### config.mk
export PLATFORM = sky130hd
export DESIGN_NAME = sadec_top
export DESIGN_NICKNAME = d
export VERILOG_FILES = /design/src/verilog/sadec_pkg.sv /design/src/verilog/sadec_top.sv
export SDC_FILE = /design/constraint.sdc
export NUM_CORES = 1
export LEC_CHECK = 0
export BUFFER_PORTS_ARGS = -buffer_cell sky130_fd_sc_hd__buf_2
export CORE_AREA = 2 2 204 206
export CTS_CLUSTER_DIAMETER = 150
export CTS_CLUSTER_SIZE = 24
export DETAILED_ROUTE_END_ITERATION = 8
export DIE_AREA = 0 0 206 208
export PLACE_DENSITY_LB_ADDON = 0.1
export SLEW_MARGIN = 15
export SYNTH_ARGS = -nofsm -noshare
export SYNTH_HDL_FRONTEND = slang
export SYNTH_SLANG_ARGS = --single-unit
### constraint.sdc
create_clock -name core_clk_i -period 4.75 [get_ports core_clk_i]
set_clock_uncertainty 0.2 [all_clocks]
set_input_delay 0.475 -clock core_clk_i [delete_from_list [all_inputs] [get_ports core_clk_i]]
set_output_delay 0.475 -clock core_clk_i [all_outputs]
set_load 0.05 [all_outputs]
### src/verilog/sadec_pkg.sv
package sadec_pkg;

    // Register byte offsets on the bus.
    localparam logic [7:0] OFS_LOW_TOP    = 8'h00;
    localparam logic [7:0] OFS_RECL_BASE  = 8'h04;
    localparam logic [7:0] OFS_RECL_LIM   = 8'h08;
    localparam logic [7:0] OFS_EGRESS     = 8'h0C;
    localparam logic [7:0] OFS_HUB        = 8'h10;
    localparam logic [7:0] OFS_LINKWIN    = 8'h14;
    localparam logic [7:0] OFS_FLATCFG    = 8'h18;
    localparam logic [7:0] OFS_GFX_MMIO   = 8'h1C;
    localparam logic [7:0] OFS_GFX_APER   = 8'h20;
    localparam logic [7:0] OFS_GFX_TT     = 8'h24;
    localparam logic [7:0] OFS_GFX_IO     = 8'h28;
    localparam logic [7:0] OFS_GFXCTL     = 8'h2C;
    localparam logic [7:0] OFS_LEGACY     = 8'h30;
    localparam logic [7:0] OFS_SEG_ATTR   = 8'h34;
    localparam logic [7:0] OFS_TT_BASE    = 8'hA8;
    localparam logic [7:0] OFS_STATUS     = 8'h38;

    // Address map constants.
    localparam logic [31:0] DRAM_CAP      = 32'h8000_0000;
    localparam logic [31:0] DOS_TOP       = 32'h000A_0000;
    localparam logic [31:0] VIDEO_TOP     = 32'h000C_0000;
    localparam logic [31:0] MONO_BASE     = 32'h000B_0000;
    localparam logic [31:0] MONO_TOP      = 32'h000B_8000;
    localparam logic [31:0] EXP_TOP       = 32'h000E_0000;
    localparam logic [31:0] EXTB_TOP      = 32'h000F_0000;
    localparam logic [31:0] LEGACY_TOP    = 32'h0010_0000;
    localparam int          SEG_SHIFT     = 14;
    localparam logic [16:0] IO_SPACE_TOP  = 17'h1_0003;

    // Window size masks (inverted span).
    localparam logic [31:0] MASK_4K       = 32'hFFFF_F000;
    localparam logic [31:0] MASK_16K      = 32'hFFFF_C000;
    localparam logic [31:0] MASK_512K     = 32'hFFF8_0000;
    localparam logic [31:0] MASK_1M       = 32'hFFF0_0000;
    localparam logic [31:0] MASK_64M      = 32'hFC00_0000;
    localparam logic [31:0] MASK_128M     = 32'hF800_0000;
    localparam logic [31:0] MASK_256M     = 32'hF000_0000;
    localparam logic [31:0] MASK_512M     = 32'hE000_0000;
    localparam logic [15:0] IO_PAIR_MASK  = 16'hFFF8;

    // Reset values.
    localparam logic [31:0] RST_LOW_TOP   = 32'h0800_0000;
    localparam logic [31:0] RST_ZERO      = 32'h0000_0000;
    localparam logic [1:0]  ATTR_OFF      = 2'h0;

    // Control field positions.
    localparam int GC_STOLEN_LSB = 0;    // Graphics stolen select, 3 bits.
    localparam int GC_TT_LSB     = 4;    // Translation table stolen size, 2 bits.
    localparam int GC_APER_LSB   = 8;    // Aperture size select, 2 bits.
    localparam int GC_CFG_LSB    = 12;   // Flat config size select, 2 bits.
    localparam int GC_GFX_EN     = 16;   // Integrated graphics enabled.
    localparam int GC_GFX_VGA    = 17;   // Integrated graphics is VGA device.
    localparam int LG_VGA_EN     = 0;    // Express port VGA enable.
    localparam int LG_MONO_PRES  = 1;    // Monochrome present bit.
    localparam int LG_MANAGEMENT_RAM_EN   = 2;    // Compatible management RAM enable.
    localparam int LG_MONO_GFX   = 3;    // Monochrome steered to graphics.

    // Destinations, one-hot.
    typedef enum logic [4:0] {
        SADEC_DST_DRAM  = 5'b00001,
        SADEC_DST_GFX   = 5'b00010,
        SADEC_DST_PCIE  = 5'b00100,
        SADEC_DST_LINK  = 5'b01000,
        SADEC_DST_HUB   = 5'b10000
    } sadec_dst_e;

    // Initiators.
    typedef enum logic [2:0] {
        SADEC_SRC_CPU   = 3'b001,
        SADEC_SRC_PCIE  = 3'b010,
        SADEC_SRC_LINK  = 3'b100
    } sadec_src_e;

    // One routing request.
    typedef struct packed {
        logic        valid;
        sadec_src_e  src;
        logic        is_io;
        logic        write;
        logic        snoop;
        logic        mgmt_mode;
        logic        tiled;
        logic [35:0] addr;
    } sadec_req_s;

    // One routing answer.
    typedef struct packed {
        logic        valid;
        sadec_dst_e  dst;
        logic        reject;
        logic        peer;
        logic [31:0] phys;
    } sadec_rsp_s;

endpackage

### src/verilog/sadec_top.sv
// Design decisions made here: the register addresses and register access over AHB-Lite.
`timescale 1ns/1ps
`default_nettype none
module sadec_top (
    input  wire logic                  core_clk_i,   // Core clock.
    input  wire logic                  resetn_i,     // Async reset, low.
    input  wire logic                  hsel_i,       // Slave select.
    input  wire logic [31:0]           haddr_i,      // Bus address.
    input  wire logic [1:0]            htrans_i,     // Transfer type.
    input  wire logic                  hwrite_i,     // Write strobe.
    input  wire logic [2:0]            hsize_i,      // Transfer size.
    input  wire logic [31:0]           hwdata_i,     // Write data.
    input  wire logic                  hready_i,     // Bus ready.
    output logic [31:0]                hrdata_o,     // Read data.
    output logic                       hreadyout_o,  // Slave ready.
    output logic                       hresp_o,      // Always OKAY.
    input  wire sadec_pkg::sadec_req_s req_i,        // Routing request.
    output sadec_pkg::sadec_rsp_s      rsp_o         // Routing answer.
);
    import sadec_pkg::*;

    // Software state.
    logic [31:0] low_top_r, recl_base_r, recl_lim_r;
    logic [31:0] egress_r, hub_r, linkwin_r, flatcfg_r;
    logic [31:0] gmmio_r, gaper_r, gtt_r, gio_r, gfxctl_r, legacy_r, seg_attr_r;
    logic [31:0] tt_base_r;
    logic [31:0] status_r;
    logic        wr_pend_r;
    logic [7:0]  wr_ofs_r;

    // Bus decode: a write's address is kept for its data phase.
    wire        bus_go  = hsel_i & hready_i & htrans_i[1];
    wire        bus_wr  = bus_go & hwrite_i;
    wire        wr_en   = wr_pend_r;

    // The slave never stalls and never errors.
    assign hreadyout_o = 1'b1;
    assign hresp_o     = 1'b0;

    always_ff @(posedge core_clk_i or negedge resetn_i)
    begin
        if (!resetn_i)
        begin
            wr_pend_r <= 1'b0;
            wr_ofs_r  <= 8'h00;
        end
        else
        begin
            wr_pend_r <= bus_wr;
            wr_ofs_r  <= haddr_i[7:0];
        end
    end

    // Aligned windows keep their low bits at zero.
    function automatic logic [31:0] align(input logic [31:0] v, input logic [31:0] m);
        align = v & m;
    endfunction

    always_ff @(posedge core_clk_i or negedge resetn_i)
    begin
        if (!resetn_i)
        begin
            low_top_r   <= RST_LOW_TOP;
            recl_base_r <= RST_ZERO;
            recl_lim_r  <= RST_ZERO;
            egress_r    <= RST_ZERO;
            hub_r       <= RST_ZERO;
            linkwin_r   <= RST_ZERO;
            flatcfg_r   <= RST_ZERO;
            gmmio_r     <= RST_ZERO;
            gaper_r     <= RST_ZERO;
            gtt_r       <= RST_ZERO;
            gio_r       <= RST_ZERO;
            gfxctl_r    <= RST_ZERO;
            legacy_r    <= RST_ZERO;
            seg_attr_r  <= RST_ZERO;     // All segments disabled.
            tt_base_r   <= RST_ZERO;
        end
        else if (wr_en)
        begin
            case (wr_ofs_r)
                OFS_LOW_TOP:   low_top_r   <= align(hwdata_i, MASK_1M);
                OFS_RECL_BASE: recl_base_r <= align(hwdata_i, MASK_1M);
                OFS_RECL_LIM:  recl_lim_r  <= align(hwdata_i, MASK_1M);
                OFS_EGRESS:    egress_r    <= {align(hwdata_i, MASK_4K) | {31'h0, hwdata_i[0]}};
                OFS_HUB:       hub_r       <= {align(hwdata_i, MASK_16K) | {31'h0, hwdata_i[0]}};
                OFS_LINKWIN:   linkwin_r   <= {align(hwdata_i, MASK_4K) | {31'h0, hwdata_i[0]}};
                OFS_FLATCFG:   flatcfg_r   <= {align(hwdata_i, MASK_64M) | {31'h0, hwdata_i[0]}};
                OFS_GFX_MMIO:  gmmio_r     <= align(hwdata_i, MASK_512K);
                OFS_GFX_APER:  gaper_r     <= align(hwdata_i, MASK_128M);
                OFS_GFX_TT:    gtt_r       <= align(hwdata_i, MASK_1M);
                OFS_GFX_IO:    gio_r       <= {16'h0000, hwdata_i[15:0] & IO_PAIR_MASK};
                OFS_GFXCTL:    gfxctl_r    <= hwdata_i;
                OFS_LEGACY:    legacy_r    <= hwdata_i;
                OFS_SEG_ATTR:  seg_attr_r  <= hwdata_i;
                OFS_TT_BASE:   tt_base_r   <= align(hwdata_i, MASK_1M);
                default:       ;
            endcase
        end
    end

    // Reads answer from the address phase; unmapped offsets read zero.
    logic [31:0] rd_mux;
    always_comb
    begin
        case (haddr_i[7:0])
            OFS_LOW_TOP:   rd_mux = low_top_r;
            OFS_RECL_BASE: rd_mux = recl_base_r;
            OFS_RECL_LIM:  rd_mux = recl_lim_r;
            OFS_EGRESS:    rd_mux = egress_r;
            OFS_HUB:       rd_mux = hub_r;
            OFS_LINKWIN:   rd_mux = linkwin_r;
            OFS_FLATCFG:   rd_mux = flatcfg_r;
            OFS_GFX_MMIO:  rd_mux = gmmio_r;
            OFS_GFX_APER:  rd_mux = gaper_r;
            OFS_GFX_TT:    rd_mux = gtt_r;
            OFS_GFX_IO:    rd_mux = gio_r;
            OFS_GFXCTL:    rd_mux = gfxctl_r;
            OFS_LEGACY:    rd_mux = legacy_r;
            OFS_SEG_ATTR:  rd_mux = seg_attr_r;
            OFS_TT_BASE:   rd_mux = tt_base_r;
            OFS_STATUS:    rd_mux = status_r;
            default:       rd_mux = 32'h0000_0000;
        endcase
    end

    always_ff @(posedge core_clk_i or negedge resetn_i)
    begin
        if (!resetn_i)
            hrdata_o <= 32'h0000_0000;
        else if (bus_go && !hwrite_i)
            hrdata_o <= rd_mux;
    end

    // Request field views.
    wire [35:0] a36     = req_i.addr;
    wire [31:0] a       = a36[31:0];
    wire        above4g = |a36[35:32];
    wire        from_cpu  = req_i.src == SADEC_SRC_CPU;
    wire        from_link = req_i.src == SADEC_SRC_LINK;
    wire        from_peer = !from_cpu;
    wire        gfx_en  = gfxctl_r[GC_GFX_EN];
    wire        gfx_vga = gfxctl_r[GC_GFX_VGA] & gfx_en;
    wire        vga_en  = legacy_r[LG_VGA_EN];
    wire        mono_p  = legacy_r[LG_MONO_PRES];

    // Size selects for the variable windows.
    wire [1:0]  aper_sel = gfxctl_r[GC_APER_LSB +: 2];
    wire [1:0]  cfg_sel  = gfxctl_r[GC_CFG_LSB +: 2];
    wire [31:0] aper_m   = (aper_sel == 2'h2) ? MASK_512M :
                           (aper_sel == 2'h1) ? MASK_256M : MASK_128M;
    wire [31:0] cfg_m    = (cfg_sel == 2'h2) ? MASK_256M :
                           (cfg_sel == 2'h1) ? MASK_128M : MASK_64M;

    // Stolen memory sits just below the low DRAM top.
    wire [2:0]  gms      = gfxctl_r[GC_STOLEN_LSB +: 3];
    wire [1:0]  ggms     = gfxctl_r[GC_TT_LSB +: 2];
    wire [31:0] gms_sz   = (gms == 3'h0) ? 32'h0 : (32'h0010_0000 << (gms - 3'h1));
    wire [31:0] ggms_sz  = {10'h000, ggms, 20'h0_0000};
    wire [31:0] stolen_lo = low_top_r - gms_sz - ggms_sz;
    wire        in_stolen = gfx_en && a >= stolen_lo && a < low_top_r;

    // Window hit helper used by every programmable window except the reclaim range and the I/O pair.
    function automatic logic win_hit(input logic [31:0] adr, input logic [31:0] base,
                                     input logic [31:0] m, input logic en);
        win_hit = en && ((adr & m) == (base & m));
    endfunction

    // Programmable windows.
    wire hit_egr  = win_hit(a, egress_r,  MASK_4K,   egress_r[0]);
    wire hit_hub  = win_hit(a, hub_r,     MASK_16K,  hub_r[0]);
    wire hit_lwin = win_hit(a, linkwin_r, MASK_4K,   linkwin_r[0]);
    wire hit_cfg  = win_hit(a, flatcfg_r, cfg_m,     flatcfg_r[0]);
    wire hit_gmm  = win_hit(a, gmmio_r,   MASK_512K, gfx_en);
    wire hit_gap  = win_hit(a, gaper_r,   aper_m,    gfx_en);
    wire hit_gtt  = win_hit(a, gtt_r,     MASK_1M,   gfx_en);
    wire hit_hubw = hit_egr | hit_hub | hit_lwin | hit_cfg;
    wire hit_gfxw = hit_gmm | hit_gap | hit_gtt;

    // Legacy regions and their 16 KB segment index.
    wire in_dos   = a < DOS_TOP;
    wire in_video = a >= DOS_TOP && a < VIDEO_TOP;
    wire in_mono  = a >= MONO_BASE && a < MONO_TOP;
    wire in_attr  = a >= VIDEO_TOP && a < LEGACY_TOP;
    wire [3:0] seg = 4'((a - VIDEO_TOP) >> SEG_SHIFT);
    // Segments 0..7 expansion, 8..11 extended BIOS, 12..15 share the top BIOS field.
    wire [3:0] fld = (seg > 4'hB) ? 4'hC : seg;
    wire [1:0] attr = (fld == 4'hC) ? seg_attr_r[31:30] : seg_attr_r[2*fld +: 2];
    wire attr_ok  = req_i.write ? attr[1] : attr[0];

    // Main DRAM below the low top and the 2 GB cap.
    wire in_main  = !above4g && a >= LEGACY_TOP && a < low_top_r && a < DRAM_CAP;
    // Reclaim window above 4G.
    wire in_recl  = above4g && a36[35:20] >= {4'h0, recl_base_r[31:20]} + 16'h1000
                    && a36[35:20] < {4'h0, recl_lim_r[31:20]} + 16'h1000;
    wire [31:0] recl_phys = a - recl_base_r;

    // Video destination chosen by steering bits.
    wire [4:0] vga_dst = gfx_vga ? SADEC_DST_GFX : vga_en ? SADEC_DST_PCIE : SADEC_DST_LINK;
    wire [4:0] mono_dst = (gfx_vga && legacy_r[LG_MONO_GFX]) ? SADEC_DST_GFX :
                          mono_p ? SADEC_DST_LINK : vga_dst;

    // I/O decode.
    wire [15:0] io = a[15:0];
    // The I/O space runs three bytes past 64 KB, so bit 16 alone is not a refusal.
    wire io_ok   = a[31:17] == 15'h0000 && a[16:0] < IO_SPACE_TOP;
    wire io_pair = gfx_en && (io & IO_PAIR_MASK) == gio_r[15:0];
    wire io_mono = io == 16'h03B4 || io == 16'h03B5 || io == 16'h03B8 ||
                   io == 16'h03B9 || io == 16'h03BA || io == 16'h03BF;

    logic [4:0]  dst;
    logic        rej;
    logic        peer;
    logic [31:0] phys;
    always_comb
    begin
        dst  = SADEC_DST_LINK;
        rej  = 1'b0;
        peer = 1'b0;
        phys = a;
        if (req_i.is_io)
        begin
            if (!io_ok)
                rej = 1'b1;
            else if (io_pair)
                dst = SADEC_DST_GFX;
            else if (io_mono)
                dst = mono_dst;
        end
        else if (above4g)
        begin
            if (in_recl && recl_phys < DRAM_CAP)
            begin
                dst  = SADEC_DST_DRAM;
                phys = recl_phys;
            end
        end
        else if (in_dos)
            dst = SADEC_DST_DRAM;
        else if (in_video)
        begin
            if (legacy_r[LG_MANAGEMENT_RAM_EN] && from_cpu && req_i.mgmt_mode)
                dst = SADEC_DST_DRAM;
            else if (from_link && gfx_vga)
                rej = 1'b1;
            else
            begin
                dst  = in_mono ? mono_dst : vga_dst;
                peer = from_peer && legacy_r[LG_MANAGEMENT_RAM_EN] && !gfx_vga;
            end
        end
        else if (in_attr)
        begin
            if (from_peer && !req_i.snoop)
                dst = SADEC_DST_DRAM;
            else if (attr_ok)
                dst = SADEC_DST_DRAM;
        end
        else if (in_main && !in_stolen)
            dst = SADEC_DST_DRAM;                     // memory beats windows.
        else if (a >= low_top_r && hit_hubw)
            dst = SADEC_DST_HUB;
        else if (a >= low_top_r && hit_gfxw)
        begin
            dst = SADEC_DST_GFX;
            if (from_link && hit_gap && (!req_i.write || req_i.tiled))
                rej = 1'b1;
        end
    end

    // Registered answer, one cycle after the request.
    always_ff @(posedge core_clk_i or negedge resetn_i)
    begin
        if (!resetn_i)
        begin
            rsp_o    <= '0;
            status_r <= RST_ZERO;
        end
        else
        begin
            rsp_o.valid  <= req_i.valid;
            rsp_o.dst    <= sadec_dst_e'(dst);
            rsp_o.reject <= rej;
            rsp_o.peer   <= peer;
            rsp_o.phys   <= phys;
            if (req_i.valid)
                status_r <= {22'h0, rej, peer, 3'h0, dst};
        end
    end

    // Assertions.
    property p_cap;
        @(posedge core_clk_i) disable iff (!resetn_i)
        rsp_o.valid && rsp_o.dst == SADEC_DST_DRAM |-> rsp_o.phys < DRAM_CAP;
    endproperty
    a_cap: assert property (p_cap) else $error("DRAM access above cap.");

    property p_dos;
        @(posedge core_clk_i) disable iff (!resetn_i)
        req_i.valid && !req_i.is_io && !above4g && in_dos
        |=> rsp_o.dst == SADEC_DST_DRAM && !rsp_o.reject;
    endproperty
    a_dos: assert property (p_dos) else $error("Low 640K not sent to DRAM.");

    property p_aper;
        @(posedge core_clk_i) disable iff (!resetn_i)
        req_i.valid && !req_i.is_io && !above4g && a >= LEGACY_TOP && from_link
        && !req_i.write && hit_gap && a >= low_top_r && !hit_hubw |=> rsp_o.reject;
    endproperty
    a_aper: assert property (p_aper) else $error("Link aperture read accepted.");

    property p_mgmt;
        @(posedge core_clk_i) disable iff (!resetn_i)
        req_i.valid && !req_i.is_io && !above4g && in_video && from_cpu
        && req_i.mgmt_mode && legacy_r[LG_MANAGEMENT_RAM_EN] |=> rsp_o.dst == SADEC_DST_DRAM;
    endproperty
    a_mgmt: assert property (p_mgmt) else $error("Management access not in DRAM.");

    property p_peer_vga;
        @(posedge core_clk_i) disable iff (!resetn_i)
        req_i.valid && !req_i.is_io && !above4g && in_video && from_link
        |=> rsp_o.dst != SADEC_DST_GFX;
    endproperty
    a_peer_vga: assert property (p_peer_vga) else $error("Link peer to graphics VGA.");

    property p_nosnoop;
        @(posedge core_clk_i) disable iff (!resetn_i)
        req_i.valid && !req_i.is_io && !above4g && in_attr && from_peer && !req_i.snoop
        |=> rsp_o.dst == SADEC_DST_DRAM;
    endproperty
    a_nosnoop: assert property (p_nosnoop) else $error("Non-snooped legacy not DRAM.");

    property p_attr;
        @(posedge core_clk_i) disable iff (!resetn_i)
        req_i.valid && !req_i.is_io && !above4g && in_attr && from_cpu && !attr_ok
        |=> rsp_o.dst == SADEC_DST_LINK;
    endproperty
    a_attr: assert property (p_attr) else $error("Disabled segment hit DRAM.");

    property p_reset_bios;
        @(posedge core_clk_i) disable iff (!resetn_i)
        $rose(resetn_i) |-> seg_attr_r[31:30] == ATTR_OFF;
    endproperty
    a_reset_bios: assert property (p_reset_bios) else $error("BIOS segment not disabled.");

    c_dram: cover property (@(posedge core_clk_i) rsp_o.valid && rsp_o.dst == SADEC_DST_DRAM);
    c_hub:  cover property (@(posedge core_clk_i) rsp_o.valid && rsp_o.dst == SADEC_DST_HUB);
    c_peer: cover property (@(posedge core_clk_i) rsp_o.valid && rsp_o.peer);
    c_rej:  cover property (@(posedge core_clk_i) rsp_o.valid && rsp_o.reject);

endmodule
`default_nettype wire

==> results.ini <==
[global_routing]
antenna_found_initial = 0
grt_overflow = 0
grt_pass1_wl_um = 91300
grt_pass1_vias = 13800
grt_max_degree = 121
grt.total_usage_pct = 28.6

[detailed_routing]
num_vias = 13900
wl_met3_um = 3760
wirelength_um = 61900
top_layer = met4
ant_nets = 0
drc = 0
met1_length_um = 27100
routedWlPerCell_um = 26.9
route.met2.wl_um = 29000
drt_pre_antenna_iters = 5
drt_iter0_markers = 1216
viasPerCell = 6.05

[sta]
slew_violations = 0
post-route-min-period_ps = 4970
fmax_ghz = 0.201
hold_viol_final = 0
tightest_slew_ps = 1130
rsz0062_at_grt = true
fin_ws_ps = -220
setup_tns_ps = -1300
max_slew_margin_pct = 24.5
setup_viol = 10
fin_crit_sh_pct = 105

[floorplanning]
start_util_pct = 44.5
dieWidth_um = 206
die_y_um = 208
die_area_um2 = 42800
io_pins = 193
core_area_um2 = 40600
row_count = 74

[power]
ir_worst_vdd_uv = 216
power_density_nw_per_um2 = 268
leakagePower_uw = 0.00935

[final_layout]
fin_nets = 1953
design_area_um2 = 20500
layout-drive-gt1-share_pct = 28.9
area_delta_synth_final_pct = 13.5
antenna_cells = 0
final_cells = 2303

[yosys]
avgSynthCellArea_um2 = 11.3
yosys_warnings = 0
ys_types = 81
synth.area.top_cells = dfrtp_1 47%, mux2_2 15%, xnor2_1 5.0%
synth.most_common_cell = dfrtp_1
ys_ff_latch = 343
synth_top_area_share_pct = 47.4
synth_edf_count = 0
synth_ff_type = dfrtp_1
syn_area_um2 = 18000
ys_seq_area_share_pct = 47.6
yosys-top-cells-count = 342 x dfrtp_1, 236 x mux2_2, 107 x nand2_1
synth-async-reset-ratio_pct = 100
synth_top_area_cell = dfrtp_1
syn_inst = 1595

[clock_network]
clk_pin_slew_ps = 100
clockBufferDepth = 3
cts_max_level = 1
clock_latency_ps = 560
root_buffer = clkbuf_16
cts_tree = yes
numCtsBuffers = 18
cts_sinks = 343

[placed_design]
gp_congestion = 0.938
post-place-ws_ps = -370
port-buffer-count = 162
dp.cells = 2237
dp_hpwl_um = 43400
post_dp_cell_area_um2 = 19500

[setup_path]
crit_path_end_kind = flop
critPathMaxFanout = 4
startpoint_type = flop
cp.required_ps = 4980
worstPathArrival_ps = 5200
worstSetupPathType = reg -> reg

[outcome]
status = finished with violations
violations = setup timing

[run]
cap_violations = 0

[hold_path]
hold_class = in -> reg

## per-stage QoR
step	hold WS, ps	total power, uW	utilization (%)
after floorplan	-20.6	3450	-
after global placement	254	3740	48.1
after detailed placement	260	3750	48.1
after CTS	1.88	5500	50.4
after global routing	11.3	5670	50.5
final	17.7	5480	50.5
## sequential cells by signal (all words and copies together) (netlist names)
name,cells
recl_lim_r,12
hrdata_o,32
gaper_r,5
linkwin_r,21
low_top_r,12
gfxctl_r,32
seg_attr_r,32
gtt_r,12
legacy_r,32
egress_r,21
wr_ofs_r,8
gio_r,13
flatcfg_r,7
recl_base_r,12
status_r,7
gmmio_r,13
rsp_o,40
wr_en,1
tt_base_r,12
hub_r,19
## worst paths after layout
| kind | from | slack, ps | endpoint | cells past startpoint |
|---|---|---|---|---|
| max | gfxctl_r[0] | -220 | status_r[4] | 18 |
| min | hwdata_i[7] | 20 | gfxctl_r[7] | 2 |
| max reg2reg | gfxctl_r[0] | -220 | status_r[4] | 18 |
| min reg2reg | hrdata_o[10] | 280 | hrdata_o[10] | 1 |
| max in group asynchronous | resetn_i | 3000 | rsp_o[14] | 3 |
| min in group asynchronous | resetn_i | 350 | rsp_o[0] | 2 |
## layout by cell type (no fill, tap or decap), types with 13 or more instances in the layout
cell type      instances
nor4_1                19
nand2_1              106
a221oi_1              38
xnor2_1              103
o21ai_0               68
xor2_1                16
nand4_1               33
a22o_1                21
nand3_1               20
a21oi_1               26
a31oi_1               17
buf_2                161
nor3_1                17
dfrtp_1              342
a21o_1                28
dlygate4sd3_1         35
nor2b_1               13
buf_4                 45
inv_1                 66
ha_1                  63
a22oi_1               53
nor2_1                35
mux2_2               235
clkbuf_16             18
## power by group
group / internal [uW] / leakage (uW) / switching (uW)
logic: 241 / 0.00480 / 420
registers: 3000 / 0.00430 / 66.9
clock network: 715 / 0.000243 / 1040
## what timing repair did
action                                  in CTS  in global routing
endpoints found under the setup margin      10                 10
resized for setup                            8                  4
hold buffers                                34                  1
hold endpoints to repair                   164                  1
setup buffers                                4                  3
pin swaps                                    5                  0
## cells by family (layout without fill, tap and decap cells)
family                     Yosys count  after routing  share of synthesized area [%]
DFF                                343            343                           47.6
adders and majority gates           67             67                           4.77
buffers and inverters              161            336                           3.72
AOI/OAI and AO/OA                  336            336                           13.3
xor gates and xnor gates           119            119                           5.78
other                                2              3                         0.0416
muxes                              245            245                           15.2
and+or+nand+nor                    322            322                           9.56
## critical path: stages, from the launching register on
cell	delay, ps
dfrtp_1	410
or3b_4	400
fa_1	550
ha_4	220
o21a_1	170
o21a_1	180
o21a_1	200
o31a_1	260
buf_4	140
or3_1	290
nand2_1	80
ha_1	230
and3_1	160
a221o_1	300
nand3_1	80
a31oi_1	90
or4_4	460
nor4b_4	150
mux2_4	270
## layer usage
| metal | GRT usage [%] | vias up |
|---|---|---|
| li1 | - | 6193 |
| met1 | 39.9 | 7161 |
| met2 | 46.5 | 478 |
| met3 | 3.62 | 107 |
| met4 | 8.74 | 0 |
| met5 | 0 | - |
## layout make-up
cell class | count | area, um^2
tap | 532 | 666
inverter | 66 | 248
fill | 3710 | 20100
clock inverter | 2 | 36.3
sequential | 343 | 8580
timing repair buffer | 246 | 1580
multi-input combinational | 1092 | 8900
clock buffer | 22 | 465
No activity file was read; power rests on OpenSTA's default activity.
